## src/core/ead_pkg.sv

```systemverilog
// ead_pkg: constants shared by the error action dispatcher files.
// assumes a 32-bit apb register bus and one core clock domain.
package ead_pkg;
   // register byte offsets
   localparam logic [7:0] EAD_CTRL_OFF = 8'h00;
   localparam logic [7:0] EAD_STAT_OFF = 8'h04;
   localparam logic [7:0] EAD_IRQ_OFF = 8'h08;
   localparam logic [7:0] EAD_MASK_OFF = 8'h0C;
   localparam logic [7:0] EAD_FSR_OFF = 8'h10;
   // control register fields
   localparam int EAD_CTL_UHA = 0;
   localparam int EAD_CTL_WEAK = 1;
   localparam int EAD_CTL_UTE = 2;
   localparam int EAD_CTL_CTE = 3;
   localparam int EAD_CTL_IE = 4;
   localparam int EAD_CTL_SUSP = 5;
   localparam int EAD_CTL_W = 6;
   localparam logic [5:0] EAD_CTL_RST = 6'h00;
   // fault status fields (write one to clear)
   localparam int EAD_FSR_UE = 0;
   localparam int EAD_FSR_CE = 1;
   localparam int EAD_FSR_DG = 2;
   localparam int EAD_FSR_W = 3;
   // action encoding, index equals priority order
   typedef enum logic [3:0] {
      EAD_ACT_NONE,
      EAD_ACT_FATAL,
      EAD_ACT_ERRST,
      EAD_ACT_ADE_SINGLE,
      EAD_ACT_ADE_MULTI,
      EAD_ACT_DAE,
      EAD_ACT_IAE,
      EAD_ACT_RESTRAIN
   } ead_act_t;
   // interrupt status bits
   localparam int EAD_IRQ_FATAL = 0;
   localparam int EAD_IRQ_ERRST = 1;
   localparam int EAD_IRQ_TRAP = 2;
   localparam int EAD_IRQ_W = 3;
endpackage : ead_pkg

```

## src/core/ead_prio.sv

```systemverilog
// ead_prio: fixed priority picker over the pending error conditions.
// assumes pending flags are stable in the cycle they are sampled.
`timescale 1ns/1ps
module ead_prio
   import ead_pkg::*;
(
   // pending conditions
   input wire logic fatal_p,
   input wire logic errst_p,
   input wire logic ade_p,
   input wire logic ade_multi,
   input wire logic dae_p,
   input wire logic iae_p,
   input wire logic restrain_p,
   // chosen action
   output ead_act_t act
);
   // highest priority wins, lower ones stay pending
   always_comb begin
      if (fatal_p) act = EAD_ACT_FATAL;
      else if (errst_p) act = EAD_ACT_ERRST;
      else if (ade_p) act = ade_multi ? EAD_ACT_ADE_MULTI : EAD_ACT_ADE_SINGLE;
      else if (dae_p) act = EAD_ACT_DAE;
      else if (iae_p) act = EAD_ACT_IAE;
      else if (restrain_p) act = EAD_ACT_RESTRAIN;
      else act = EAD_ACT_NONE;
   end
endmodule : ead_prio

```

## src/core/ead_dispatch.sv

```systemverilog
// ead_dispatch: classifies detected errors and dispatches one action.
// assumes detector pulses and trap acks are on pclk; apb slave inside.
//
// Overview of operation
// - sync urgent, handler idle: single async trap
// - sync urgent, handler active: multiple async trap
// - autonomous urgent, trap enabled: single async trap
// - autonomous urgent, trap disabled: keep it pending
// - instruction fault: own trap, else multiple async
// - data fault: own trap, else multiple async
// - fatal, error, async, data, instruction, restrainable
// - restrainable trap may survive fault status clear
// - uncorrectable-set trap survives correctable clear
// - correctable-set trap survives uncorrectable clear
// - restrainable trap suppressed by listed conditions
// - pending autonomous urgent traps once enabled
//
// Design decisions made here: the APB register port and the address map.
`timescale 1ns/1ps
module ead_dispatch
   import ead_pkg::*;
(
   // clock and reset
   input wire logic pclk,
   input wire logic presetn,
   // apb slave
   input wire logic psel,
   input wire logic penable,
   input wire logic pwrite,
   input wire logic [7:0] paddr,
   input wire logic [31:0] pwdata,
   output logic [31:0] prdata,
   output logic pready,
   output logic pslverr,
   // error detectors, one-cycle pulses
   input wire logic fatal_class,
   input wire logic state_transition_class,
   input wire logic instruction_sync_urgent_error,
   input wire logic autonomous_urgent_error,
   input wire logic instruction_access_fault,
   input wire logic data_access_fault,
   input wire logic uncorrectable_error,
   input wire logic correctable_error,
   input wire logic degradation_error,
   // thread trap logic
   input wire logic trap_ack,
   output logic trap_req,
   output ead_act_t trap_kind,
   // system controller
   output logic fatal_state,
   output logic fatal_to_system,
   output logic system_por,
   output logic error_state,
   output logic watchdog_reset,
   // interrupt
   output logic irq
);
   ////////////////////////////////////////////////////////////////////
   logic [EAD_CTL_W-1:0] error_control_reg;
   logic [EAD_FSR_W-1:0] async_fault_status;
   logic [EAD_IRQ_W-1:0] irq_stat;
   logic [EAD_IRQ_W-1:0] irq_mask;
   logic fatal_p, errst_p, ade_p, ade_multi, dae_p, iae_p;
   logic restrain_p, aug_hold;
   logic urgent_handler_active, weak_detection, interrupt_enable;
   logic uncorrectable_trap_enable, correctable_degrade_trap_enable;
   logic suspended, aug_trap_on, rest_allowed, rest_new;
   logic take;
   ead_act_t act;
   logic wr;
   // strobes decoded once from the apb phase and the address
   logic rd_setup, ctrl_wr, mask_wr, fsr_wr, irq_rd;
   // trap handshake, gated restrainable request and event vectors
   logic trap_taken, restrain_live;
   logic [EAD_FSR_W-1:0] fsr_set, fsr_clr;
   logic [EAD_IRQ_W-1:0] irq_set;

   ////////////////////////////////////////////////////////////////////
   // address compare shared by the write, error and read-clear decodes
   function automatic logic reg_hit(logic [7:0] addr, logic [7:0] off);
      reg_hit = (addr == off);
   endfunction : reg_hit

   // five word offsets answer; every other address is refused
   function automatic logic reg_mapped(logic [7:0] addr);
      reg_mapped = reg_hit(addr, EAD_CTRL_OFF) ||
                   reg_hit(addr, EAD_STAT_OFF) ||
                   reg_hit(addr, EAD_IRQ_OFF) ||
                   reg_hit(addr, EAD_MASK_OFF) ||
                   reg_hit(addr, EAD_FSR_OFF);
   endfunction : reg_mapped

   // a pending trap retires only when its own kind was handed over;
   // act may already show a newer, higher action at that edge
   function automatic logic kind_taken(logic taken, ead_act_t kind,
                                       ead_act_t want_a,
                                       ead_act_t want_b);
      kind_taken = taken && (kind == want_a || kind == want_b);
   endfunction : kind_taken

   assign urgent_handler_active = error_control_reg[EAD_CTL_UHA];
   assign weak_detection = error_control_reg[EAD_CTL_WEAK];
   assign uncorrectable_trap_enable = error_control_reg[EAD_CTL_UTE];
   assign correctable_degrade_trap_enable = error_control_reg[EAD_CTL_CTE];
   assign interrupt_enable = error_control_reg[EAD_CTL_IE];
   assign suspended = error_control_reg[EAD_CTL_SUSP];

   // zero wait-state apb; access phase completes at once
   assign pready = 1'b1;
   assign wr = psel && penable && pwrite;
   // refused address: error in the access phase, the write is dropped
   always_comb begin
      if (reg_mapped(paddr)) pslverr = 1'b0;
      else pslverr = psel && penable;
   end

   // read data is captured in the setup cycle, so the read-to-clear
   // side effect happens there as well and no event slips between
   assign rd_setup = psel && !penable && !pwrite;
   assign ctrl_wr = wr && reg_hit(paddr, EAD_CTRL_OFF);
   assign mask_wr = wr && reg_hit(paddr, EAD_MASK_OFF);
   assign fsr_wr = wr && reg_hit(paddr, EAD_FSR_OFF);
   assign irq_rd = rd_setup && reg_hit(paddr, EAD_IRQ_OFF);

   ////////////////////////////////////////////////////////////////////
   // trap enables derived from control bits
   assign aug_trap_on = !urgent_handler_active && !weak_detection
                        && !suspended;
   assign rest_allowed = !urgent_handler_active && !weak_detection
                         && interrupt_enable && !suspended;
   // a restrainable detection with its trap enable set is always recorded;
   // suppression only holds back its delivery, so nothing is lost while masked
   assign rest_new =
      (uncorrectable_error && uncorrectable_trap_enable) ||
      ((correctable_error || degradation_error)
       && correctable_degrade_trap_enable);
   assign restrain_live = restrain_p && rest_allowed;

   // priority pick; the chosen one is handed to the trap logic
   ead_prio u_prio (
      .fatal_p(fatal_p),
      .errst_p(errst_p),
      .ade_p(ade_p),
      .ade_multi(ade_multi),
      .dae_p(dae_p),
      .iae_p(iae_p),
      .restrain_p(restrain_live),
      .act(act)
   );
   // handshake seen by the trap logic
   assign trap_taken = trap_req && trap_ack;
   // fatal and error state are taken without a handshake
   assign take = (act == EAD_ACT_FATAL) || (act == EAD_ACT_ERRST) ||
                 trap_taken;

   ////////////////////////////////////////////////////////////////////
   // trap request presented from flops to keep kind stable; once up it
   // stays, even if a higher action arrives, so the trap logic never
   // sees the kind change under a raised request
   always_ff @(posedge pclk or negedge presetn) begin
      if (!presetn) begin
         trap_req <= 1'b0;
         trap_kind <= EAD_ACT_NONE;
      end else if (trap_req && !trap_ack) begin
         trap_req <= 1'b1; // hold until taken
      end else if (!take && act != EAD_ACT_NONE && act != EAD_ACT_FATAL
                   && act != EAD_ACT_ERRST) begin
         trap_req <= 1'b1;
         trap_kind <= act;
      end else begin
         trap_req <= 1'b0;
      end
   end

   ////////////////////////////////////////////////////////////////////
   // fatal class: sticky until reset; the picker then shows fatal
   // forever, which blocks every lower trap until the system reset
   always_ff @(posedge pclk or negedge presetn) begin
      if (!presetn) begin
         fatal_p <= 1'b0;
         fatal_state <= 1'b0;
         fatal_to_system <= 1'b0;
         system_por <= 1'b0;
      end else begin
         if (fatal_class) fatal_p <= 1'b1;
         if (act == EAD_ACT_FATAL) begin
            fatal_state <= 1'b1;
            fatal_to_system <= 1'b1;
         end
         system_por <= fatal_state; // reset follows the report
      end
   end

   // error state transition, watchdog reset held once entered
   // a new detection in the clearing edge wins and is taken again
   always_ff @(posedge pclk or negedge presetn) begin
      if (!presetn) begin
         errst_p <= 1'b0;
         error_state <= 1'b0;
         watchdog_reset <= 1'b0;
      end else begin
         if (state_transition_class) errst_p <= 1'b1;
         else if (act == EAD_ACT_ERRST) errst_p <= 1'b0;
         if (act == EAD_ACT_ERRST) begin
            error_state <= 1'b1;
            watchdog_reset <= 1'b1;
         end
      end
   end

   ////////////////////////////////////////////////////////////////////
   // urgent class: async data trap, multiple if handler busy; an
   // autonomous error seen while its trap is off waits in aug_hold
   // and is released once the trap is on and no async trap pends
   always_ff @(posedge pclk or negedge presetn) begin
      if (!presetn) begin
         ade_p <= 1'b0;
         ade_multi <= 1'b0;
         aug_hold <= 1'b0;
      end else begin
         if (autonomous_urgent_error && !aug_trap_on)
            aug_hold <= 1'b1;
         else if (aug_hold && aug_trap_on && !ade_p)
            aug_hold <= 1'b0;
         if (instruction_sync_urgent_error
             || (instruction_access_fault && urgent_handler_active)
             || (data_access_fault && urgent_handler_active)) begin
            ade_p <= 1'b1;
            ade_multi <= ade_multi | urgent_handler_active;
         end else if ((autonomous_urgent_error && aug_trap_on)
                      || (aug_hold && aug_trap_on && !ade_p)) begin
            ade_p <= 1'b1;
         end else if (kind_taken(trap_taken, trap_kind,
                                 EAD_ACT_ADE_SINGLE,
                                 EAD_ACT_ADE_MULTI)) begin
            ade_p <= 1'b0;
            ade_multi <= 1'b0;
         end
      end
   end

   // precise access faults when no urgent handler is running
   // with the handler running they fold into the multiple trap above
   always_ff @(posedge pclk or negedge presetn) begin
      if (!presetn) begin
         dae_p <= 1'b0;
         iae_p <= 1'b0;
      end else begin
         if (data_access_fault && !urgent_handler_active)
            dae_p <= 1'b1;
         else if (kind_taken(trap_taken, trap_kind, EAD_ACT_DAE,
                             EAD_ACT_DAE))
            dae_p <= 1'b0;
         if (instruction_access_fault && !urgent_handler_active)
            iae_p <= 1'b1;
         else if (kind_taken(trap_taken, trap_kind, EAD_ACT_IAE,
                             EAD_ACT_IAE))
            iae_p <= 1'b0;
      end
   end

   ////////////////////////////////////////////////////////////////////
   // restrainable trap pending is independent of fault status clears;
   // while suppressed it waits here and the picker never sees it
   always_ff @(posedge pclk or negedge presetn) begin
      if (!presetn) begin
         restrain_p <= 1'b0;
      end else if (rest_new) begin
         restrain_p <= 1'b1;
      end else if (kind_taken(trap_taken, trap_kind, EAD_ACT_RESTRAIN,
                              EAD_ACT_RESTRAIN)) begin
         restrain_p <= 1'b0;
      end
   end

   // fault events and software clears of the status log
   always_comb begin
      fsr_set = '0;
      fsr_set[EAD_FSR_UE] = uncorrectable_error;
      fsr_set[EAD_FSR_CE] = correctable_error;
      fsr_set[EAD_FSR_DG] = degradation_error;
   end
   assign fsr_clr = fsr_wr ? pwdata[EAD_FSR_W-1:0] : '0;

   // fault status log, write one to clear, set wins over clear
   always_ff @(posedge pclk or negedge presetn) begin
      if (!presetn) begin
         async_fault_status <= '0;
      end else begin
         async_fault_status <= (async_fault_status & ~fsr_clr) | fsr_set;
      end
   end

   // control and mask registers; a change of control bits acts on the
   // next edge, both on new detections and on what is pending
   always_ff @(posedge pclk or negedge presetn) begin
      if (!presetn) begin
         error_control_reg <= EAD_CTL_RST;
         irq_mask <= '0;
      end else begin
         if (ctrl_wr) error_control_reg <= pwdata[EAD_CTL_W-1:0];
         if (mask_wr) irq_mask <= pwdata[EAD_IRQ_W-1:0];
      end
   end

   // interrupt events: fatal, error state, and one bit for any trap taken
   always_comb begin
      irq_set = '0;
      irq_set[EAD_IRQ_FATAL] = (act == EAD_ACT_FATAL);
      irq_set[EAD_IRQ_ERRST] = (act == EAD_ACT_ERRST);
      irq_set[EAD_IRQ_TRAP] = trap_taken;
   end

   // interrupt status, cleared by the read that captures it; an event
   // in that same edge wins the clear and shows on the next read
   always_ff @(posedge pclk or negedge presetn) begin
      if (!presetn) begin
         irq_stat <= '0;
      end else begin
         irq_stat <= (irq_rd ? '0 : irq_stat) | irq_set;
      end
   end
   assign irq = |(irq_stat & irq_mask);

   // read data captured in the setup cycle and held through the
   // access phase, which lets pready stay tied high
   always_ff @(posedge pclk or negedge presetn) begin
      if (!presetn) begin
         prdata <= '0;
      end else if (rd_setup) begin
         case (paddr)
            EAD_CTRL_OFF: prdata <= 32'(error_control_reg);
            EAD_STAT_OFF: prdata <= 32'({restrain_p, iae_p, dae_p,
               ade_multi, ade_p, aug_hold, errst_p, fatal_p,
               watchdog_reset, error_state, fatal_state});
            EAD_IRQ_OFF: prdata <= 32'(irq_stat);
            EAD_MASK_OFF: prdata <= 32'(irq_mask);
            EAD_FSR_OFF: prdata <= 32'(async_fault_status);
            default: prdata <= 32'h00000000;
         endcase
      end
   end
endmodule : ead_dispatch

```

## config.mk

```make
export PLATFORM = sky130hd
export DESIGN_NAME = ead_dispatch
export DESIGN_NICKNAME = d
export VERILOG_FILES = /design/src/core/ead_pkg.sv /design/src/core/ead_prio.sv /design/src/core/ead_dispatch.sv
export SDC_FILE = /design/constraint.sdc
export NUM_CORES = 1
export LEC_CHECK = 0
export BUFFER_PORTS_ARGS = -buffer_cell sky130_fd_sc_hd__buf_2
export CAP_MARGIN = 20
export CORE_MARGIN = 4
export CORE_UTILIZATION = 42
export CTS_CLUSTER_DIAMETER = 50
export DETAILED_ROUTE_END_ITERATION = 16
export PLACE_DENSITY = 0.84
export SYNTH_ARGS = -nofsm -noshare
export SYNTH_HDL_FRONTEND = slang
export SYNTH_SLANG_ARGS = --single-unit
```

## constraint.sdc

```tcl
create_clock -name pclk -period 1.4 [get_ports pclk]
set_input_delay 0.07 -clock pclk [delete_from_list [all_inputs] [get_ports pclk]]
set_output_delay 0.07 -clock pclk [all_outputs]
set_load 0.03 [all_outputs]
```

==> results.json, run 1 <==
{
  "dpl.cell_count": 352,
  "slew_viol_final": 0,
  "r2r_slack_ns": -0.08,
  "clk-insertion-delay-late_ns": 0.29,
  "fin_crit_ns": 1.479,
  "synth_ff_type": "dfrtp_1",
  "numCtsBuffers": 5,
  "die_w_um": 80.43,
  "min_from": "pwdata[3]",
  "finalHoldWorstSlack_ns": 0.01831,
  "synthToLayoutAreaGrowth_pct": 29.24,
  "syn_inst": 217,
  "start_util": 0.4314,
  "fin_ws_ns": -0.07933,
  "grt_overflow": 0,
  "dpl.hpwl_um": 4153,
  "post_dp_cell_area_um2": 2606,
  "synthSimpleGateAreaFrac": 0.1567,
  "required_ns": 1.57,
  "drt_iter0_drc": 110,
  "synth_edf_count": 0,
  "cts_tree": "done",
  "yosys_warnings": 0,
  "die_h_um": 80.43,
  "rsz0062_at_grt": "true",
  "skew_ns": 0.007211,
  "endpoint_kind": "flip-flop",
  "path_buf_inv": 0,
  "hp-class": "input pin to flip-flop",
  "io_pins": 100,
  "tightest_slew_ns": 0.5206,
  "finalNonFillerCells": 369,
  "postSynthAreaPerCell_um2": 10.15,
  "hold_viol": 0,
  "ys_async_sr_fraction": 1.000,
  "antenna_found_initial": 0,
  "post-route-cell-area_um2": 2848,
  "grt_pass1_wl_um": 8914,
  "crit_family": "compound AO/OA/AOI/OAI gates",
  "largest_reg_flops": 11,
  "setup_viol": 9,
  "syn_area_um2": 2203,
  "synth_top_area_cell": "dfrtp_1",
  "cp.arrival_ns": 1.65,
  "synth-compound-area-share": 0.1635,
  "cp-start-kind": "flip-flop",
  "power.total_mw": 2.581,
  "nets": 353,
  "crit_chain": "or3_4, a2bb2oi_2, a221o_1",
  "max_stage_delay_ns": 0.41,
  "r2r_end": "trap_kind[0]$_DFFE_PN0P_",
  "max-vdd-ir-drop_mv": 0.5739,
  "synth_fa_ha_area_frac": 0,
  "hold_end": "error_control_reg[3]$_DFFE_PN0P_",
  "status": "finished with violations",
  "cpMaxStageDelayCell": "dfrtp_1",
  "muxShareOfSynthArea": 0.08859,
  "h-tree-depth": 2,
  "wirelength_um": 5572,
  "max_slew_margin": 0.6529,
  "ys_types": 44,
  "maxCapViolations": 0,
  "r2r_start": "fatal_p$_DFFE_PN0P_",
  "crit_fanout": 5,
  "rows": 26,
  "grt_pass1_vias": 1875,
  "worstHoldPathCells": 2,
  "io_buffers": 50,
  "yosysMostFrequentCell": "dfrtp_1",
  "synth_top_area_frac": 0.4656,
  "grt_usage": 0.1811,
  "antenna_cells": 0,
  "period_share": 1.057,
  "drive_gt1_frac": 0.3880,
  "ant_nets": 0,
  "violations": "setup timing",
  "remaining_drc_errors": 0,
  "post_drt_wl_per_cell_um": 15.10,
  "die_area_um2": 6469,
  "path_clk_slew_ns": 0.08,
  "synthXorXnorAreaFrac": 0,
  "p_leak_nw": 1.407,
  "synth.area.top_cells": "dfrtp_1 47%, buf_4 8.5%, o21ai_0 5.0%",
  "firstDrtPassIters": 4,
  "cts_sinks": 41,
  "synth_seq_cells": 41,
  "core-area_um2": 5107,
  "grt_max_degree": 42,
  "crit_type": "flip-flop to flip-flop",
  "yosys-top-cells-count": "41 x dfrtp_1, 25 x buf_4, 22 x o21ai_0, 20 x nand2_1, 13 x inv_1",
  "finish.utilization": 0.5576,
  "ys_seq_area_frac": 0.4656,
  "max_freq_ghz": 0.6760,
  "synth_top_family_by_area": "compound AO/OA/AOI/OAI gates",
  "clock_path_buffers": 2,
  "powerDensity_nw_per_um2": 906.3,
  "place_congestion": 0.8678,
  "clk_root_buffer_cell": "clkbuf_8",
  "routed_via_density": 5.014,
  "fill_cells": 460,
  "via_count": 1850,
  "reg2regPathDepth": 3
}
==> where the power goes <==
group / total [mW] / switching (mW) / internal (mW)
logic: 0.381 / 0.246 / 0.136
registers: 1.26 / 0.0401 / 1.22
clock network: 0.938 / 0.409 / 0.529
==> metrics by stage <==
stage	setup WS, ns	TNS (ns)
global route	-0.1347	-0.5092
floorplan	-0.1840	-2.349
detailed placement	-0.3589	-6.652
CTS	-0.07362	-0.2173
finish	-0.07933	-0.2642
global placement	-0.3201	-5.855
==> per-layer routing <==
layer,global-route usage,part of all wire,vias up
met4,0.08277,0.031,0
li1,-,-,871
met3,0.04148,0.072,15
met5,0,0,-
met2,0.3079,0.48,91
met1,0.2163,0.42,873
==> how the worst max path moves through the flow <==
| stage | start | endpoint | slack, ns | depth (start not counted) |
|---|---|---|---|---|
| final | fatal_p$_DFFE_PN0P_ | trap_kind[0]$_DFFE_PN0P_ | -0.08 | 3 |
| after global routing | error_control_reg[5]$_DFFE_PN0P_ | trap_kind[0]$_DFFE_PN0P_ | -0.13 | 4 |
| after CTS | fatal_p$_DFFE_PN0P_ | trap_kind[0]$_DFFE_PN0P_ | -0.07 | 3 |
| after detailed placement | paddr[1] | irq_mask[2]$_DFFE_PN0P_ | -0.36 | 5 |
| after global placement | paddr[1] | irq_mask[1]$_DFFE_PN0P_ | -0.32 | 5 |
| after floorplan | paddr[1] | irq_mask[0]$_DFFE_PN0P_ | -0.18 | 4 |
==> cell usage in the layout, fill, tap and decap left out, types with 6 or more instances in the layout <==
cell type	count
dfrtp_1	38
a21oi_1	6
o21ai_0	13
or3_4	6
o21ai_1	8
nand2_1	20
a21o_1	6
inv_1	13
conb_1	23
buf_4	26
nor2_1	10
buf_2	47
dlygate4sd3_1	6
mux2i_1	6
==> cell type report <==
type,instances,area (µm²),area share
inverter,13,48.80,0.01714
clock inverter,2,35.03,0.01230
sequential,41,1030,0.3616
timing repair buffer,84,546.8,0.1920
multi-input combinational,153,1027,0.3607
clock buffer,6,72.57,0.02548
tap,70,87.58,0.03076
==> logic make-up after synthesis <==
group / count (synthesis)
AO/OA/AOI/OAI: 52
buffers and inverters: 44
flip-flops: 41
multiplexers: 16
other: 2
AND/OR/NAND/NOR: 62
==> timing repair <==
| action | CTS | global route |
|---|---|---|
| endpoints found under the setup margin | 17 | 13 |
| gates resized for setup | 9 | 9 |
| hold buffers | 6 | 0 |
| buffers inserted | 3 | 0 |
| pin swaps | 3 | 2 |
| hold endpoints to repair | 46 | 0 |
| cloned | 0 | 0 |
No activity file was read; power rests on OpenSTA's default activity.
==> run 2: changes to the inputs <==
Settings changed: ABC_CLOCK_PERIOD_IN_PS set to 1400, CORE_UTILIZATION 42 to 39, PLACE_DENSITY 0.84 to 0.79.
==> results.json, run 2 (same netlist as run 1, synthesis figures left out) <==
{
  "place_congestion": 0.8455,
  "core-area_um2": 5507,
  "largest_reg_flops": 11,
  "grt_overflow": 0,
  "wirelength_um": 5581,
  "grt_pass1_vias": 1836,
  "hp-class": "input pin to flip-flop",
  "p_leak_nw": 1.442,
  "start_util": 0.4001,
  "io_pins": 100,
  "crit_fanout": 3,
  "worstHoldPathCells": 3,
  "final_cell_mix": "47 x buf_2, 38 x dfrtp_1, 33 x buf_4",
  "routed_via_density": 4.923,
  "drt_iter0_drc": 98,
  "dpl.hpwl_um": 4130,
  "endpoint_kind": "flip-flop",
  "powerDensity_nw_per_um2": 837.8,
  "finalHoldWorstSlack_ns": 0.01867,
  "drive_gt1_frac": 0.4131,
  "pre_cts_ws_ns": -0.3763,
  "cts_tree": "done",
  "reg2regPathDepth": 4,
  "ant_nets": 0,
  "max_freq_ghz": 0.6760,
  "setup_viol": 7,
  "skew_ns": 0.004661,
  "via_count": 1856,
  "io_buffers": 50,
  "grt_pass1_wl_um": 8942,
  "clk_root_buffer_cell": "clkbuf_8",
  "clk-insertion-delay-late_ns": 0.29,
  "required_ns": 1.56,
  "synthToLayoutAreaGrowth_pct": 32.94,
  "die_h_um": 83.17,
  "path_clk_slew_ns": 0.08,
  "antenna_cells": 0,
  "grt_max_degree": 21,
  "rsz0062_at_grt": "true",
  "r2r_slack_ns": -0.08,
  "mostFrequentLayoutCell": "buf_2",
  "fin_ws_ns": -0.07931,
  "r2r_start": "error_control_reg[5]$_DFFE_PN0P_",
  "status": "finished with violations",
  "cp.arrival_ns": 1.64,
  "slew_viol_final": 0,
  "clock_path_buffers": 2,
  "rows": 27,
  "numCtsBuffers": 5,
  "hold_end": "dae_p$_DFFE_PN0P_",
  "violations": "setup timing",
  "firstDrtPassIters": 4,
  "crit_type": "flip-flop to flip-flop",
  "remaining_drc_errors": 0,
  "die_area_um2": 6916,
  "tns_ns": -0.2378,
  "post_drt_wl_per_cell_um": 14.80,
  "max-vdd-ir-drop_mv": 0.4537,
  "cp-start-kind": "flip-flop",
  "r2r_end": "trap_kind[2]$_DFFE_PN0P_",
  "min_from": "data_access_fault",
  "grt_usage": 0.1587,
  "period_share": 1.057,
  "h-tree-depth": 2,
  "fin_crit_ns": 1.479,
  "die_w_um": 83.17,
  "antenna_found_initial": 0,
  "nets": 360,
  "finish.utilization": 0.5319,
  "cts_sinks": 41,
  "hold_viol": 0,
  "maxCapViolations": 0
}
run 2: worst max-delay path: stages, from the launching register on:
cell and delay (ns):
dfrtp_1 0.41, or3_4 0.40, o31a_1 0.27, o21ai_1 0.14, o221ai_1 0.13
run 2: final cells by class:
| type | count | area, µm² |
|---|---|---|
| fill | 503 | 2577 |
| sequential | 41 | 1030 |
| inverter | 13 | 48.80 |
| clock buffer | 7 | 86.33 |
| tap | 72 | 90.09 |
| multi-input combinational | 153 | 1075 |
| timing repair buffer | 91 | 599.3 |
run 2: how the worst max path moves through the flow:
stage | startpoint | endpoint | slack [ns] | cells past startpoint
6_report | error_control_reg[5]$_DFFE_PN0P_ | trap_kind[2]$_DFFE_PN0P_ | -0.08 | 4
5_1_grt | error_control_reg[5]$_DFFE_PN0P_ | trap_kind[2]$_DFFE_PN0P_ | -0.16 | 4
3_3_place_gp | paddr[1] | irq_mask[1]$_DFFE_PN0P_ | -0.32 | 5
3_5_place_dp | paddr[1] | prdata[7]$_DFFE_PN0P_ | -0.38 | 5
4_1_cts | errst_p$_DFFE_PN0P_ | trap_kind[0]$_DFFE_PN0P_ | -0.07 | 3
2_1_floorplan | paddr[1] | irq_mask[0]$_DFFE_PN0P_ | -0.18 | 4
run 2: report_power, final:
group	switching, mW	total [mW]	internal [mW]
clock network	0.392	0.783	0.391
logic	0.263	0.416	0.153
registers	0.0337	1.26	1.22
run 2: what timing repair did:
| action | in CTS | in global routing |
|---|---|---|
| hold buffers | 6 | 0 |
| buffers inserted | 5 | 2 |
| cloned | 0 | 0 |
| gates resized for setup | 12 | 14 |
| endpoints found under the setup margin | 16 | 15 |
| pin swaps | 3 | 2 |
| endpoints found under the hold margin | 23 | 0 |
run 2: metrics by stage:
stage | cell area, µm² | total power, mW | cells
4_1_cts | 2869 | 2.444 | 375
5_1_grt | 2929 | 2.563 | 377
3_5_place_dp | 2631 | 1.655 | 357
6_report | 2929 | 2.454 | 377
2_1_floorplan | 2301 | 1.547 | 238
3_3_place_gp | 2631 | 1.643 | 357
run 2: routing by layer:
| layer | track usage | vias to the layer above | routed length [µm] |
|---|---|---|---|
| li1 | - | 888 | - |
| met1 | 0.2010 | 893 | 2364 |
| met2 | 0.2566 | 65 | 2708 |
| met3 | 0.04861 | 10 | 410 |
| met4 | 0.05498 | 0 | 97 |
| met5 | 0 | - | 0 |
